<file path="config.mk">
export PLATFORM = sky130hd
export DESIGN_NAME = rilc_regs
export DESIGN_NICKNAME = d
export VERILOG_FILES = /design/src/hdl/rilc_pkg.sv /design/src/hdl/rilc_regs.sv /design/src/hdl/rilc_irq_pin.sv
export VERILOG_INCLUDE_DIRS = /design/src /design/src/hdl
export SDC_FILE = /design/constraint.sdc
export NUM_CORES = 1
export LEC_CHECK = 0
export BUFFER_PORTS_ARGS = -buffer_cell sky130_fd_sc_hd__buf_4
export CAP_MARGIN = 5
export CORE_MARGIN = 4
export CORE_UTILIZATION = 36
export CTS_CLUSTER_DIAMETER = 40
export CTS_CLUSTER_SIZE = 8
export DETAILED_ROUTE_END_ITERATION = 8
export HOLD_SLACK_MARGIN = 0.15
export SYNTH_ARGS = -nofsm -noshare
export SYNTH_HDL_FRONTEND = slang
export SYNTH_HIERARCHICAL = 1
export SYNTH_SLANG_ARGS = --single-unit
</file>
<file path="constraint.sdc">
create_clock -name clk -period 1.4 [get_ports clk]
set_input_delay 0.14 -clock clk [delete_from_list [all_inputs] [get_ports clk]]
set_output_delay 0.14 -clock clk [all_outputs]
set_load 0.05 [all_outputs]
</file>
<file path="src/hdl/rilc_cfg.svh">
// Notes on behaviour
// - Signal level update flag, write one clears.
// - Status bit 1 tracks send queue condition.
// - Status bit 0 shows receive queue holds data.
// - Interrupt config bit 7 sets pin polarity.
// - Bit 5 enables interrupt on packet reception.
// - Bit 4 enables interrupt on packet sent.
// - Bit 3 enables interrupt on resend limit.
// - Bit 2 enables interrupt on send queue empty.
// - Bit 1 enables interrupt on receive queue empty.
// - Bit 0 enables interrupt on signal level update.
// - Group address size 01/10/11 means 2/3/4 bytes.
// - Data rate bit: 250 kbps or 2 Mbps.
// - Output power field maps four levels, lowest reset.
// - Checksum enable bit, enabled after reset.
// - Checksum size bit, two bytes after reset.
// - Auto acknowledge bits, all disabled at reset.
// - Variable length bits for pipes eight to six.
// - Variable length bits for pipes five to one.
// - Packet reception sets ready flag; write one clears.
// - Packet sent sets done flag; write one clears.
// - Resend limit flag, cleared by write, reuse, flush.
`ifndef RILC_CFG_SVH
`define RILC_CFG_SVH

// ****************************************************************
// Register offsets.
// ****************************************************************
`define RILC_ADDR_STATUS 8'h01
`define RILC_ADDR_INT_CFG 8'h02
`define RILC_ADDR_BB_CFG 8'h03
`define RILC_ADDR_PIPE_EN 8'h04
`define RILC_ADDR_AUTO_ACK 8'h05
`define RILC_ADDR_VAR_LEN 8'h06

// ****************************************************************
// Reset values and writable masks.
// ****************************************************************
`define RILC_RST_INT_CFG 8'h30
`define RILC_RST_BB_CFG 8'h33
`define RILC_RST_PIPE_EN 8'hFF
`define RILC_RST_AUTO_ACK 8'h00
`define RILC_RST_VAR_LEN 8'h00
`define RILC_MASK_INT_CFG 8'hBF
`define RILC_MASK_BB_CFG 8'h7F

// ****************************************************************
// Status bit positions.
// ****************************************************************
`define RILC_ST_RX_READY 5
`define RILC_ST_SENT 4
`define RILC_ST_RESEND 3
`define RILC_ST_LEVEL 2
`define RILC_ST_QUEUE 1
`define RILC_ST_RX_DATA 0

// ****************************************************************
// Interrupt configuration bit positions.
// ****************************************************************
`define RILC_IC_POLARITY 7
`define RILC_IC_RX 5
`define RILC_IC_SENT 4
`define RILC_IC_RESEND 3
`define RILC_IC_TXQ 2
`define RILC_IC_RXQ 1
`define RILC_IC_LEVEL 0

// ****************************************************************
// Baseband configuration field positions.
// ****************************************************************
`define RILC_BB_ADDR_HI 6
`define RILC_BB_ADDR_LO 5
`define RILC_BB_RATE 4
`define RILC_BB_PWR_HI 3
`define RILC_BB_PWR_LO 2
`define RILC_BB_CRC_EN 1
`define RILC_BB_CRC_LEN 0

`endif

</file>
<file path="src/hdl/rilc_pkg.sv">
// ****************************************************************
// Types shared by the register slice.
// ****************************************************************
package rilc_pkg;
    // One register byte.
    typedef logic [7:0] rilc_byte_type;
    // Send queue condition that status bit 1 reports.
    typedef enum logic [1:0] {
        RILC_Q_EMPTY = 2'h0,
        RILC_Q_NOT_EMPTY = 2'h1,
        RILC_Q_FULL = 2'h3,
        RILC_Q_NOT_FULL = 2'h2
    } rilc_queue_cond_type;
endpackage

</file>
<file path="src/hdl/rilc_regs.sv">
`timescale 1ns/1ps
`include "rilc_cfg.svh"

// ****************************************************************
// Radio event status, interrupt and link configuration registers.
// ****************************************************************
module rilc_regs import rilc_pkg::*; (
    input wire logic clk,
    input wire logic rstn,
    // Register access port, fed by the command decoder.
    input wire logic [7:0] reg_addr,
    input wire logic reg_wr_en,
    input wire logic reg_rd_en,
    input wire rilc_byte_type reg_wdata,
    output rilc_byte_type reg_rdata,
    // Event pulses from the baseband engine.
    input wire logic rx_packet_received,
    input wire logic tx_packet_sent,
    input wire logic resend_limit_reached,
    input wire logic signal_level_update_done,
    input wire logic payload_reuse_command,
    input wire logic tx_flush_command,
    // Queue levels.
    input wire logic rx_fifo_not_empty,
    input wire logic tx_fifo_empty,
    input wire logic tx_fifo_full,
    input wire rilc_queue_cond_type send_queue_condition_select,
    // Configuration towards the radio.
    output logic [1:0] group_address_size,
    output logic [2:0] group_address_bytes,
    output logic data_rate_select,
    output logic [1:0] output_power_select,
    output logic checksum_enable,
    output logic checksum_size,
    output logic [7:0] pipe_enables,
    output logic [7:0] pipe_auto_acks,
    output logic [7:0] pipe_variable_lengths,
    // Interrupt pin.
    output logic irq_pin
);
    // ****************************************************************
    // Helper functions.
    // ****************************************************************

    // Sticky flag update: a set in the same cycle beats the clear.
    function automatic logic sticky_next(input logic flag, input logic set, input logic clr);
        sticky_next = set | (flag & ~clr);
    endfunction

    // Address size code to a byte count; the forbidden code 00 reads as zero.
    function automatic logic [2:0] addr_bytes(input logic [1:0] code);
        addr_bytes = (code == 2'h0) ? 3'h0 : 3'({1'b0, code} + 3'h1);
    endfunction

    // ****************************************************************
    // Access decoding.
    // ****************************************************************

    // Write strobes for each mapped register.
    wire logic wr_status = reg_wr_en && (reg_addr == `RILC_ADDR_STATUS);
    wire logic wr_int_cfg = reg_wr_en && (reg_addr == `RILC_ADDR_INT_CFG);
    wire logic wr_bb_cfg = reg_wr_en && (reg_addr == `RILC_ADDR_BB_CFG);
    wire logic wr_pipe_en = reg_wr_en && (reg_addr == `RILC_ADDR_PIPE_EN);
    wire logic wr_auto_ack = reg_wr_en && (reg_addr == `RILC_ADDR_AUTO_ACK);
    wire logic wr_var_len = reg_wr_en && (reg_addr == `RILC_ADDR_VAR_LEN);

    // Write-one-to-clear requests on the status register.
    wire logic clr_rx_ready = wr_status && reg_wdata[`RILC_ST_RX_READY];
    wire logic clr_sent = wr_status && reg_wdata[`RILC_ST_SENT];
    wire logic clr_level = wr_status && reg_wdata[`RILC_ST_LEVEL];
    // The resend flag has two command clears on top of the write.
    wire logic clr_resend = (wr_status && reg_wdata[`RILC_ST_RESEND])
        || payload_reuse_command || tx_flush_command;

    // ****************************************************************
    // Status flags.
    // ****************************************************************

    logic rx_ready_ff; // Packet received, sticky.
    logic sent_ff; // Packet sent, sticky.
    logic resend_ff; // Resend limit hit, sticky.
    logic level_ff; // Signal level update done, sticky.
    logic queue_match_ff; // Send queue condition, live.
    logic rx_data_ff; // Receive queue holds data, live.

    // Next values of the sticky flags.
    wire logic nxt_rx_ready = sticky_next(rx_ready_ff, rx_packet_received, clr_rx_ready);
    wire logic nxt_sent = sticky_next(sent_ff, tx_packet_sent, clr_sent);
    wire logic nxt_resend = sticky_next(resend_ff, resend_limit_reached, clr_resend);
    wire logic nxt_level = sticky_next(level_ff, signal_level_update_done, clr_level);

    // Send queue condition chosen by the select field.
    wire logic nxt_queue_match =
        (send_queue_condition_select == RILC_Q_EMPTY) ? tx_fifo_empty :
        (send_queue_condition_select == RILC_Q_NOT_EMPTY) ? ~tx_fifo_empty :
        (send_queue_condition_select == RILC_Q_FULL) ? tx_fifo_full :
        ~tx_fifo_full;

    // Sticky event flags; only the named clears drop them.
    always_ff @(posedge clk or negedge rstn) begin
        if (!rstn) begin
            rx_ready_ff <= 1'b0;
            sent_ff <= 1'b0;
            resend_ff <= 1'b0;
            level_ff <= 1'b0;
        end else begin
            rx_ready_ff <= nxt_rx_ready;
            sent_ff <= nxt_sent;
            resend_ff <= nxt_resend;
            level_ff <= nxt_level;
        end
    end

    // Live flags follow their sources a cycle late and ignore writes.
    // Registering them gives reset values of one and zero.
    always_ff @(posedge clk or negedge rstn) begin
        if (!rstn) begin
            queue_match_ff <= 1'b1;
            rx_data_ff <= 1'b0;
        end else begin
            queue_match_ff <= nxt_queue_match;
            rx_data_ff <= rx_fifo_not_empty;
        end
    end

    // Status byte as software sees it; bits 7 and 6 are reserved zero.
    wire rilc_byte_type status_value = {2'h0, rx_ready_ff, sent_ff, resend_ff,
        level_ff, queue_match_ff, rx_data_ff};

    // ****************************************************************
    // Configuration registers.
    // ****************************************************************

    rilc_byte_type int_cfg_ff; // Interrupt polarity and enables.
    rilc_byte_type bb_cfg_ff; // Address size, rate, power, checksum.
    rilc_byte_type pipe_en_ff; // One enable per pipe.
    rilc_byte_type auto_ack_ff; // One auto acknowledge per pipe.
    rilc_byte_type var_len_ff; // One variable length enable per pipe.

    // Reserved bits are not stored, so a stray one written there
    // cannot reach the radio and always reads back as zero.
    wire rilc_byte_type nxt_int_cfg = reg_wdata & `RILC_MASK_INT_CFG;
    wire rilc_byte_type nxt_bb_cfg = reg_wdata & `RILC_MASK_BB_CFG;

    // Interrupt and baseband configuration writes.
    always_ff @(posedge clk or negedge rstn) begin
        if (!rstn) begin
            int_cfg_ff <= `RILC_RST_INT_CFG;
            bb_cfg_ff <= `RILC_RST_BB_CFG;
        end else begin
            if (wr_int_cfg) begin
                int_cfg_ff <= nxt_int_cfg;
            end
            if (wr_bb_cfg) begin
                bb_cfg_ff <= nxt_bb_cfg;
            end
        end
    end

    // Per-pipe enable registers.
    always_ff @(posedge clk or negedge rstn) begin
        if (!rstn) begin
            pipe_en_ff <= `RILC_RST_PIPE_EN;
            auto_ack_ff <= `RILC_RST_AUTO_ACK;
            var_len_ff <= `RILC_RST_VAR_LEN;
        end else begin
            if (wr_pipe_en) begin
                pipe_en_ff <= reg_wdata;
            end
            if (wr_auto_ack) begin
                auto_ack_ff <= reg_wdata;
            end
            if (wr_var_len) begin
                var_len_ff <= reg_wdata;
            end
        end
    end

    // Configuration fields towards the radio.
    assign group_address_size = bb_cfg_ff[`RILC_BB_ADDR_HI:`RILC_BB_ADDR_LO];
    assign group_address_bytes = addr_bytes(group_address_size);
    assign data_rate_select = bb_cfg_ff[`RILC_BB_RATE];
    assign output_power_select = bb_cfg_ff[`RILC_BB_PWR_HI:`RILC_BB_PWR_LO];
    assign checksum_enable = bb_cfg_ff[`RILC_BB_CRC_EN];
    assign checksum_size = bb_cfg_ff[`RILC_BB_CRC_LEN];
    // Bit n of each pipe register serves pipe n+1.
    assign pipe_enables = pipe_en_ff;
    assign pipe_auto_acks = auto_ack_ff;
    assign pipe_variable_lengths = var_len_ff;

    // ****************************************************************
    // Read path.
    // ****************************************************************

    // Read selection; unmapped addresses read as zero.
    wire rilc_byte_type read_value =
        (reg_addr == `RILC_ADDR_STATUS) ? status_value :
        (reg_addr == `RILC_ADDR_INT_CFG) ? int_cfg_ff :
        (reg_addr == `RILC_ADDR_BB_CFG) ? bb_cfg_ff :
        (reg_addr == `RILC_ADDR_PIPE_EN) ? pipe_en_ff :
        (reg_addr == `RILC_ADDR_AUTO_ACK) ? auto_ack_ff :
        (reg_addr == `RILC_ADDR_VAR_LEN) ? var_len_ff :
        8'h00;

    rilc_byte_type rdata_ff; // Holds the last read until the next one.

    // Capture read data one cycle after the read strobe.
    always_ff @(posedge clk or negedge rstn) begin
        if (!rstn) begin
            rdata_ff <= 8'h00;
        end else if (reg_rd_en) begin
            rdata_ff <= read_value;
        end
    end
    assign reg_rdata = rdata_ff;

    // ****************************************************************
    // Interrupt pin.
    // ****************************************************************

    // The receive-empty condition is the inverse of the live data flag.
    rilc_irq_pin u_irq_pin (
        .clk(clk),
        .rstn(rstn),
        .int_cfg(int_cfg_ff),
        .rx_ready(rx_ready_ff),
        .sent(sent_ff),
        .resend_limit(resend_ff),
        .txq_empty(tx_fifo_empty),
        .rxq_empty(~rx_data_ff),
        .level_done(level_ff),
        .irq_pin(irq_pin)
    );
endmodule // rilc_regs

</file>
<file path="src/hdl/rilc_irq_pin.sv">
`timescale 1ns/1ps
`include "rilc_cfg.svh"

// ****************************************************************
// Interrupt pin driver: gates conditions by enables, sets polarity.
// ****************************************************************
module rilc_irq_pin import rilc_pkg::*; (
    input wire logic clk,
    input wire logic rstn,
    input wire rilc_byte_type int_cfg,
    input wire logic rx_ready,
    input wire logic sent,
    input wire logic resend_limit,
    input wire logic txq_empty,
    input wire logic rxq_empty,
    input wire logic level_done,
    output logic irq_pin
);
    // Each condition qualified by its own enable bit.
    wire logic hit_rx = rx_ready & int_cfg[`RILC_IC_RX];
    wire logic hit_sent = sent & int_cfg[`RILC_IC_SENT];
    wire logic hit_resend = resend_limit & int_cfg[`RILC_IC_RESEND];
    wire logic hit_txq = txq_empty & int_cfg[`RILC_IC_TXQ];
    wire logic hit_rxq = rxq_empty & int_cfg[`RILC_IC_RXQ];
    wire logic hit_level = level_done & int_cfg[`RILC_IC_LEVEL];
    // Any enabled condition asserts the pin.
    wire logic irq_active = hit_rx | hit_sent | hit_resend
        | hit_txq | hit_rxq | hit_level;
    // Polarity one drives high when active, zero drives low.
    wire logic nxt_irq_pin = int_cfg[`RILC_IC_POLARITY] ? irq_active : ~irq_active;
    logic irq_pin_ff; // Registered so the pin never glitches.

    // Register the pin; reset leaves it idle at the low-active default.
    always_ff @(posedge clk or negedge rstn) begin
        if (!rstn) begin
            irq_pin_ff <= 1'b1;
        end else begin
            irq_pin_ff <= nxt_irq_pin;
        end
    end
    assign irq_pin = irq_pin_ff;
endmodule // rilc_irq_pin

</file>
==> flow_summary.yaml, run 1 <==
floorplanning:
  die_area_mm2: 0.00856
  core-area_mm2: 0.00687
  die_w_um: 92.5
  dieHeight_um: 92.5
  ioPinCount: 74
  fp-row-count: 30
  start_util_pct: 37.4
power_and_ir_drop:
  ir_worst_vdd_mv: 0.466
  power_frac_comb_pct: 22.4
  switching_share_pct: 29.6
  powerDensity_mw_per_mm2: 936
  pwr-share-clk_pct: 30.7
  p_sw_w: 0.00107
  p_seq_share_pct: 46.9
  power_leakage_nw: 1.76
  intPower_w: 0.00255
sta:
  rsz0062_at_grt: "yes"
  period_share_pct: 108
  setup_slack_ns: -0.116
  setup-violations-final: 9
  finalMaxSlewViolations: 0
  fin_worst_skew_ns: 0.00618
  finalCriticalPeriod_ns: 1.52
  max_freq_ghz: 0.660
  relSlewSlack_pct: 73.6
  finalHoldViolCount: 0
  worst_slew_pin_slew_ns: 0.394
drt:
  ant_nets: 0
  dr.pass1.iters: 4
  avgViaCountPerCell: 5.13
  wl_um: 7600
  wl_per_cell_um: 17.7
  dr_total_vias: 2201
  drcViolationCount: 0
  drt_iter0_markers: 56
cells_and_area:
  multi_input_area_mm2: 0.00124
  register_area_mm2: 0.00135
  fillCellCount: 636
  diodes: 0
  post-route-util_pct: 56.3
  area_growth_syn_to_layout_pct: 50.4
  drive_gt1_share_pct: 54.4
  final_cells: 429
  nets: 365
placed_design:
  gp_congestion: 0.751
  portBuffers: 73
  dp.cells: 403
  place_hpwl_um: 5560
clocking:
  cts-buffers-inserted: 5
  root_buffer: "clkbuf_8"
  clock_latency_ns: 0.31
  htreeDepth: 2
  clk_path_buf_depth: 2
  path_clk_slew_ns: 0.10
  clock_sinks: 53
  cts_tree: "done"
worst_setup_path:
  reg2reg_depth: 3
  cp_top_family: "flip-flops"
  cp.depth: 4
  reg2reg_setup_slack_ns: 0.16
  cp_data_required_time_ns: 1.26
  critical_path_class: "reg -> out"
  cp_num_buf_inv: 3
  path_max_fanout: 2
  critPathArrivalTime_ns: 1.38
  slowest_delay_ns: 0.55
  r2r_end: "reg_rdata[6]"
  timing.rr.start: "bb_cfg_ff[6]"
  cp-start-kind: "flip-flop"
  worst_path_max_delay_cell: "dfstp_2"
  crit_chain: "inv_2 > ha_4 > clkinvlp_4 > buf_6"
  end_kind: "output port"
synthesis:
  yosysWarnings: 6
  avgSynthCellArea_um2: 11.9
  syn-num-nets: 249
  syn_inst: 216
  synthesis.area_mm2: 0.00257
hold_path:
  min_to: "u_irq_pin/irq_pin"
  min-delay-start: "tx_fifo_empty"
  min_path_type: "in -> reg"
  hold_path_depth: 4
global_route:
  grt_usage_pct: 18.4
  grt_overflow: 0
  grt_max_degree: 41
  grt_pass1_vias: 2242
  grt_pass1_wl_um: 12100
  antenna_found_initial: 0
outcome:
  violations: "setup timing"
  status: "finished, violations left"
job:
  drv_cap: 0
==> layer usage <==
| layer | share of wire (%) | global-route usage [%] | vias to the layer above |
|---|---|---|---|
| li1 | - | - | 1028 |
| met1 | 46 | 25.5 | 1092 |
| met2 | 47 | 29.5 | 71 |
| met5 | 0 | 0 | - |
| met4 | 1.3 | 4.33 | 0 |
| met3 | 5.9 | 3.98 | 10 |
==> power by group through the flow <==
stage               registers (W)  logic (W)  clock network [W]
floorplan                 0.00194   0.000206                  0
global placement          0.00173   0.000752                  0
detailed placement        0.00173   0.000762                  0
CTS                       0.00170   0.000817            0.00112
global route              0.00171   0.000863            0.00119
finish                    0.00170   0.000811            0.00111
==> state kept, by name, summed over array words and instances, names as in the netlist <==
| name | flops |
|---|---|
| u_irq_pin/irq_pin | 1 |
| bb_cfg_ff | 7 |
| pipe_enables | 8 |
| level_ff | 1 |
| queue_match_ff | 1 |
| resend_ff | 1 |
| rx_data_ff | 1 |
| pipe_auto_acks | 8 |
| rx_ready_ff | 1 |
| pipe_variable_lengths | 8 |
| int_cfg_ff | 7 |
| sent_ff | 1 |
| reg_rdata | 8 |
==> layout by cell type, fill, tap and decap left out, types with 8 or more instances in the layout <==
master,n
buf_4,92
mux2_2,30
dfrtp_1,37
o21ai_0,8
mux2_4,8
nor2_1,11
inv_1,8
dfstp_2,16
a21oi_1,13
dlygate4sd3_1,16
nand2b_1,9
==> worst min-delay path, stage by stage <==
cell and delay, ns:
buf_4 0.09, a22oi_1 0.06, nand3_1 0.10, xnor2_1 0.08
==> worst max-delay path by stage <==
stage / slack (ns) / from / to
after floorplan: -0.22 / reg_addr[6] / pipe_auto_acks[0]
after global placement: -0.38 / reg_addr[6] / bb_cfg_ff[6]
after detailed placement: -0.43 / reg_addr[6] / bb_cfg_ff[2]
after CTS: -0.13 / bb_cfg_ff[5] / group_address_bytes[1]
after global routing: -0.18 / bb_cfg_ff[5] / group_address_bytes[1]
final: -0.12 / bb_cfg_ff[5] / group_address_bytes[1]
==> cell type report <==
class | count | area share (%)
Inverter | 10 | 1.07
Clock buffer | 7 | 2.23
Sequential cell | 53 | 34.8
Clock inverter | 1 | 0.776
Tap cell | 96 | 3.10
Multi-Input combinational cell | 143 | 31.9
Timing Repair Buffer | 119 | 26.1
==> through the flow <==
step	instance area, µm²	setup slack [ns]	TNS [ns]	hold WS (ns)	total power [W]
6_report	3870	-0.116	-0.386	0.162	0.00362
5_1_grt	3870	-0.177	-0.684	0.165	0.00377
4_1_cts	3840	-0.131	-0.232	0.167	0.00364
3_5_place_dp	3500	-0.431	-13.63	0.00742	0.00249
3_3_place_gp	3500	-0.378	-12.78	0.00360	0.00248
2_1_floorplan	2610	-0.218	-4.59	-0.156	0.00215
==> repair_timing <==
| item | 4_1_cts | 5_1_grt |
|---|---|---|
| buffers inserted | 1 | 1 |
| pin swaps | 1 | 5 |
| endpoints found under the hold margin | 86 | 0 |
| hold buffers | 16 | 0 |
| gates resized for setup | 14 | 5 |
| endpoints found under the setup margin | 22 | 22 |
No activity file was read; power rests on OpenSTA's default activity.
==> run 2: changes to the inputs <==
- RECOVER_POWER: not set -> 50
- SKIP_LAST_GASP: not set -> 1
==> run 2 against run 1 <==
  * The run still ends with setup timing left
  * First-iteration DRC count rose by 11%
  * Critical endpoint unchanged
  * Wire length shrank 0.17%
  * Utilization fell by 0.60 points
  * Worst setup slack worse by 0.00072 ns
  * Sequential share of layout area increased by 0.38 points
  * Non-clock buffer count unchanged
  * Cell area decreased by 1.1%
  * Sequential cell count did not move
  * Final cell count unchanged
  * Global-route usage did not move
  * Register-to-register slack about the same
  * Via count is 0.55% lower
  * Critical path type unchanged
==> flow_summary.yaml, run 2 (same netlist as run 1, synthesis figures left out) <==
cells_and_area:
  final_cells: 429
  register_area_mm2: 0.00135
  multi_input_area_mm2: 0.00124
  layout_common_cells: "77 x buf_4, 37 x dfrtp_1, 30 x mux2_2, 16 x dfstp_2, 16 x dlygate4sd3_1"
  area_growth_syn_to_layout_pct: 48.8
  post-route-util_pct: 55.7
  diodes: 0
  drive_gt1_share_pct: 54.1
  nets: 365
  fillCellCount: 639
  final_common_cell: "buf_4"
drt:
  ant_nets: 0
  avgViaCountPerCell: 5.10
  wl_um: 7590
  wl_per_cell_um: 17.7
  dr_total_vias: 2189
  drcViolationCount: 0
  dr.pass1.iters: 4
  drt_iter0_markers: 62
sta:
  max_freq_ghz: 0.659
  setup_slack_ns: -0.116
  finalCriticalPeriod_ns: 1.52
  worst_slew_pin_slew_ns: 0.852
  relSlewSlack_pct: 43.2
  setup-violations-final: 9
  fin_worst_skew_ns: 0.00713
  finalMaxSlewViolations: 0
  rsz0062_at_grt: "yes"
  period_share_pct: 108
  finalHoldViolCount: 0
worst_setup_path:
  worst_path_max_delay_cell: "dfstp_2"
  critical_path_class: "reg -> out"
  crit_chain: "inv_2 > ha_4 > clkinvlp_4 > buf_6"
  cp_data_required_time_ns: 1.26
  cp-start-kind: "flip-flop"
  slowest_delay_ns: 0.55
  end_kind: "output port"
  critPathArrivalTime_ns: 1.38
  path_max_fanout: 2
  cp_num_buf_inv: 3
  startpoint: "bb_cfg_ff[5]"
  cp_top_family: "flip-flops"
  timing.rr.start: "bb_cfg_ff[6]"
clocking:
  clock_sinks: 53
  clk_path_buf_depth: 2
  cts-buffers-inserted: 5
  root_buffer: "clkbuf_8"
  clock_latency_ns: 0.31
  path_clk_slew_ns: 0.10
  htreeDepth: 2
  cts_tree: "done"
job:
  drv_cap: 0
placed_design:
  place_hpwl_um: 5560
  dp_slack_ns: -0.431
  dp.cells: 403
  gp_congestion: 0.751
  portBuffers: 73
global_route:
  met1_usage_pct: 25.5
  antenna_found_initial: 0
  busiest_layer: "met2"
  grt_overflow: 0
  grt_max_degree: 41
  grt_usage_pct: 18.4
  grt_pass1_wl_um: 12100
  met2_usage_pct: 29.5
  use_met3_pct: 3.98
  grt_pass1_vias: 2242
floorplanning:
  die_w_um: 92.5
  fp-row-count: 30
  die_area_mm2: 0.00856
  core-area_mm2: 0.00687
  ioPinCount: 74
  dieHeight_um: 92.5
  start_util_pct: 37.4
power_and_ir_drop:
  ir_worst_vdd_mv: 0.466
  power_leakage_nw: 1.75
  powerDensity_mw_per_mm2: 942
hold_path:
  min-delay-start: "tx_fifo_empty"
  min_path_type: "in -> reg"
outcome:
  violations: "setup timing"
  status: "finished, violations left"
run 2: changes by cell type in the layout (fill, tap and decap cells not counted), sizes merged:
cell	delta
clkbuf	+15
buf	-15
run 2: power by group:
| part | switching [W] | internal (W) |
|---|---|---|
| registers | 0.0000650 | 0.00163 |
| clock network | 0.000527 | 0.000584 |
| logic | 0.000478 | 0.000316 |
run 2: worst paths after layout:
| check | to | slack, ns | cells past startpoint |
|---|---|---|---|
| worst min-delay path | u_irq_pin/irq_pin | 0.17 | 4 |
| min in group asynchronous | pipe_variable_lengths[1] | 0.44 | 2 |
| worst min register to register | u_irq_pin/irq_pin | 0.51 | 1 |
| worst max-delay path | group_address_bytes[1] | -0.12 | 4 |
| worst max register to register | reg_rdata[6] | 0.16 | 3 |
| max in group asynchronous | int_cfg_ff[4] | 0.13 | 3 |
run 2: cell type report:
cell class	instances	area share (%)
Inverter	10	1.08
Sequential cell	53	35.2
Multi-Input combinational cell	143	32.3
Timing Repair Buffer	119	25.3
Tap cell	96	3.14
Clock inverter	1	0.784
Clock buffer	7	2.25
run 2: per-layer routing:
metal / up-vias / part of all wire (%) / wire, µm
met2: 78 / 47 / 3530
met1: 1075 / 46 / 3460
li1: 1026 / - / -
met5: - / 0 / 0
met3: 10 / 6.5 / 493
met4: 0 / 1.3 / 102
run 2: worst min-delay path: cells and delay by family:
kind	cells	cell delay [ns]
XOR/XNOR	1	0.08
buffers and inverters	1	0.09
AO/OA/AOI/OAI	1	0.06
AND/OR/NAND/NOR	1	0.10
run 2: what timing repair did:
action	4_1_cts	5_1_grt
resized for setup	14	5
cloned	0	0
endpoints found under the setup margin	22	22
pin swaps	1	4
hold endpoints to repair	86	0
hold buffers	16	0
buffers inserted	1	1
run 2: per-stage QoR:
stage / hold slack (ns) / instance area [µm²] / setup TNS [ns] / total power, W
5_1_grt: 0.165 / 3830 / -1.06 / 0.00375
2_1_floorplan: -0.156 / 2610 / -4.59 / 0.00215
4_1_cts: 0.167 / 3840 / -0.232 / 0.00364
6_report: 0.166 / 3830 / -0.385 / 0.00361
3_5_place_dp: 0.00742 / 3500 / -13.63 / 0.00249
3_3_place_gp: 0.00360 / 3500 / -12.78 / 0.00248
==> run 3: changes to the inputs <==
- MAX_ROUTING_LAYER: not set -> met4
- PLACE_DENSITY: not set -> 0.63
==> run 3 against run 2 <==
  * Sequential power is essentially flat
  * Worst setup slack lost 0.024 ns
  * Largest power group unchanged
  * Via count is essentially flat
  * Cell area shrank 1.4%
  * First-iteration DRC count grew 87%
  * Largest cell class unchanged
  * Combinational power shrank 1%
  * The flow still finishes with violations (setup timing)
  * Fmax shrank 1.6%
  * Critical path type unchanged
==> flow_summary.yaml, run 3 (same netlist as run 1, synthesis figures left out) <==
worst_setup_path:
  cp_num_buf_inv: 3
  path_max_fanout: 2
  timing.rr.start: "bb_cfg_ff[5]"
  worst_path_max_delay_cell: "dfstp_2"
  cp_top_family: "flip-flops"
  critical_path_class: "reg -> out"
  cp_data_required_time_ns: 1.26
  slowest_delay_ns: 0.56
  cp-start-kind: "flip-flop"
  reg2reg_setup_slack_ns: 0.09
  cp.depth: 4
  critPathArrivalTime_ns: 1.40
  r2r_end: "reg_rdata[5]"
  end_kind: "output port"
  reg2reg_depth: 5
  crit_chain: "inv_2 > ha_4 > clkinvlp_4 > buf_6"
floorplanning:
  dieHeight_um: 92.5
  die_w_um: 92.5
  fp-row-count: 30
  core-area_mm2: 0.00687
  die_area_mm2: 0.00856
  ioPinCount: 74
  start_util_pct: 37.4
global_route:
  grt_usage_pct: 19.3
  antenna_found_initial: 0
  grt_overflow: 0
  grt_max_degree: 29
  grt_pass1_vias: 2327
  grt_pass1_wl_um: 12400
sta:
  setup_slack_ns: -0.140
  relSlewSlack_pct: 55.9
  period_share_pct: 110
  finalMaxSlewViolations: 0
  finalHoldViolCount: 0
  finalCriticalPeriod_ns: 1.54
  fin_worst_skew_ns: 0.00819
  setup-violations-final: 6
  rsz0062_at_grt: "yes"
  worst_slew_pin_slew_ns: 0.662
  max_freq_ghz: 0.649
  whs_ns: 0.173
cells_and_area:
  drive_gt1_share_pct: 54.1
  final_common_cell: "buf_4"
  final_cells: 425
  diodes: 0
  layout_common_cells: "78 x buf_4, 37 x dfrtp_1, 32 x mux2_2, 16 x dfstp_2, 16 x dlygate4sd3_1"
  area_growth_syn_to_layout_pct: 46.8
  nets: 361
drt:
  drcViolationCount: 0
  wl_per_cell_um: 17.7
  wl_um: 7520
  dr.pass1.iters: 4
  drt_iter0_markers: 116
  avgViaCountPerCell: 5.15
  dr_total_vias: 2188
  ant_nets: 0
hold_path:
  min_to: "reg_rdata[6]"
  min-delay-start: "reg_addr[3]"
  min_path_type: "in -> reg"
  hold_path_depth: 4
placed_design:
  dp.cells: 399
  dp_slack_ns: -0.412
  portBuffers: 73
  gp_congestion: 0.852
  place_hpwl_um: 5460
power_and_ir_drop:
  ir_worst_vdd_mv: 0.547
  power_leakage_nw: 1.71
  powerDensity_mw_per_mm2: 882
clocking:
  path_clk_slew_ns: 0.09
  cts_tree: "done"
  htreeDepth: 2
  clock_sinks: 53
  root_buffer: "clkbuf_8"
  cts-buffers-inserted: 5
  clock_latency_ns: 0.31
  clk_path_buf_depth: 2
outcome:
  violations: "setup timing"
  status: "finished, violations left"
job:
  drv_cap: 0
[run 3: cell count changes in the layout (fill, tap and decap cells not counted), moves of 2 or more]
cell | previous run | this run
clkbuf_2 | 13 | 10
mux2_4 | 8 | 6
clkinv_2 | 0 | 2
mux2_2 | 30 | 32
[run 3: worst max-delay path by stage]
stage,from,to,slack [ns]
CTS,bb_cfg_ff[5],group_address_bytes[1],-0.15
detailed placement,reg_addr[6],bb_cfg_ff[3],-0.41
global placement,reg_addr[6],bb_cfg_ff[6],-0.36
finish,bb_cfg_ff[5],group_address_bytes[1],-0.14
global route,bb_cfg_ff[5],group_address_bytes[1],-0.19
floorplan,reg_addr[6],pipe_auto_acks[0],-0.22
[run 3: cell type report]
type	count	area, µm²
Fill cell	622	3090
Sequential cell	53	1350
Multi-Input combinational cell	143	1240
Timing Repair Buffer	115	946
Tap cell	96	120
Clock buffer	6	72.6
Inverter	10	41.3
Clock inverter	2	10.0
[run 3: per-stage QoR]
stage               setup TNS [ns]  utilization, %  total power [W]  cell area (µm²)
floorplan                    -4.59               -          0.00215             2610
global placement            -12.97            50.5          0.00246             3470
detailed placement          -14.00            50.5          0.00247             3470
CTS                         -0.395            54.9          0.00337             3770
global route                -0.909            55.0          0.00349             3780
finish                      -0.244            55.0          0.00333             3780
[run 3: per-layer routing]
layer / routed length (µm) / up-vias / GRT usage, %
met5: 0 / - / -
met2: 3690 / 85 / 31.2
li1: - / 1012 / -
met4: 71 / 0 / 4.08
met3: 478 / 5 / 3.25
met1: 3280 / 1086 / 25.7
[run 3: where the power goes]
group          total [W]  internal [W]  switching (W)
registers        0.00170       0.00163      0.0000633
logic           0.000787      0.000308       0.000479
clock network   0.000846      0.000348       0.000498
[run 3: what timing repair did]
item | CTS | global route
hold buffers | 16 | 0
setup endpoints to repair | 23 | 33
pin swaps | 1 | 1
hold endpoints to repair | 90 | 0
resized for setup | 12 | 8
setup buffers | 1 | 1
[run 3: worst min-delay path: cells and delay by family]
kind	cells	cell delay, ns
simple gates	1	0.05
buf+inv	1	0.11
compound gates	2	0.14
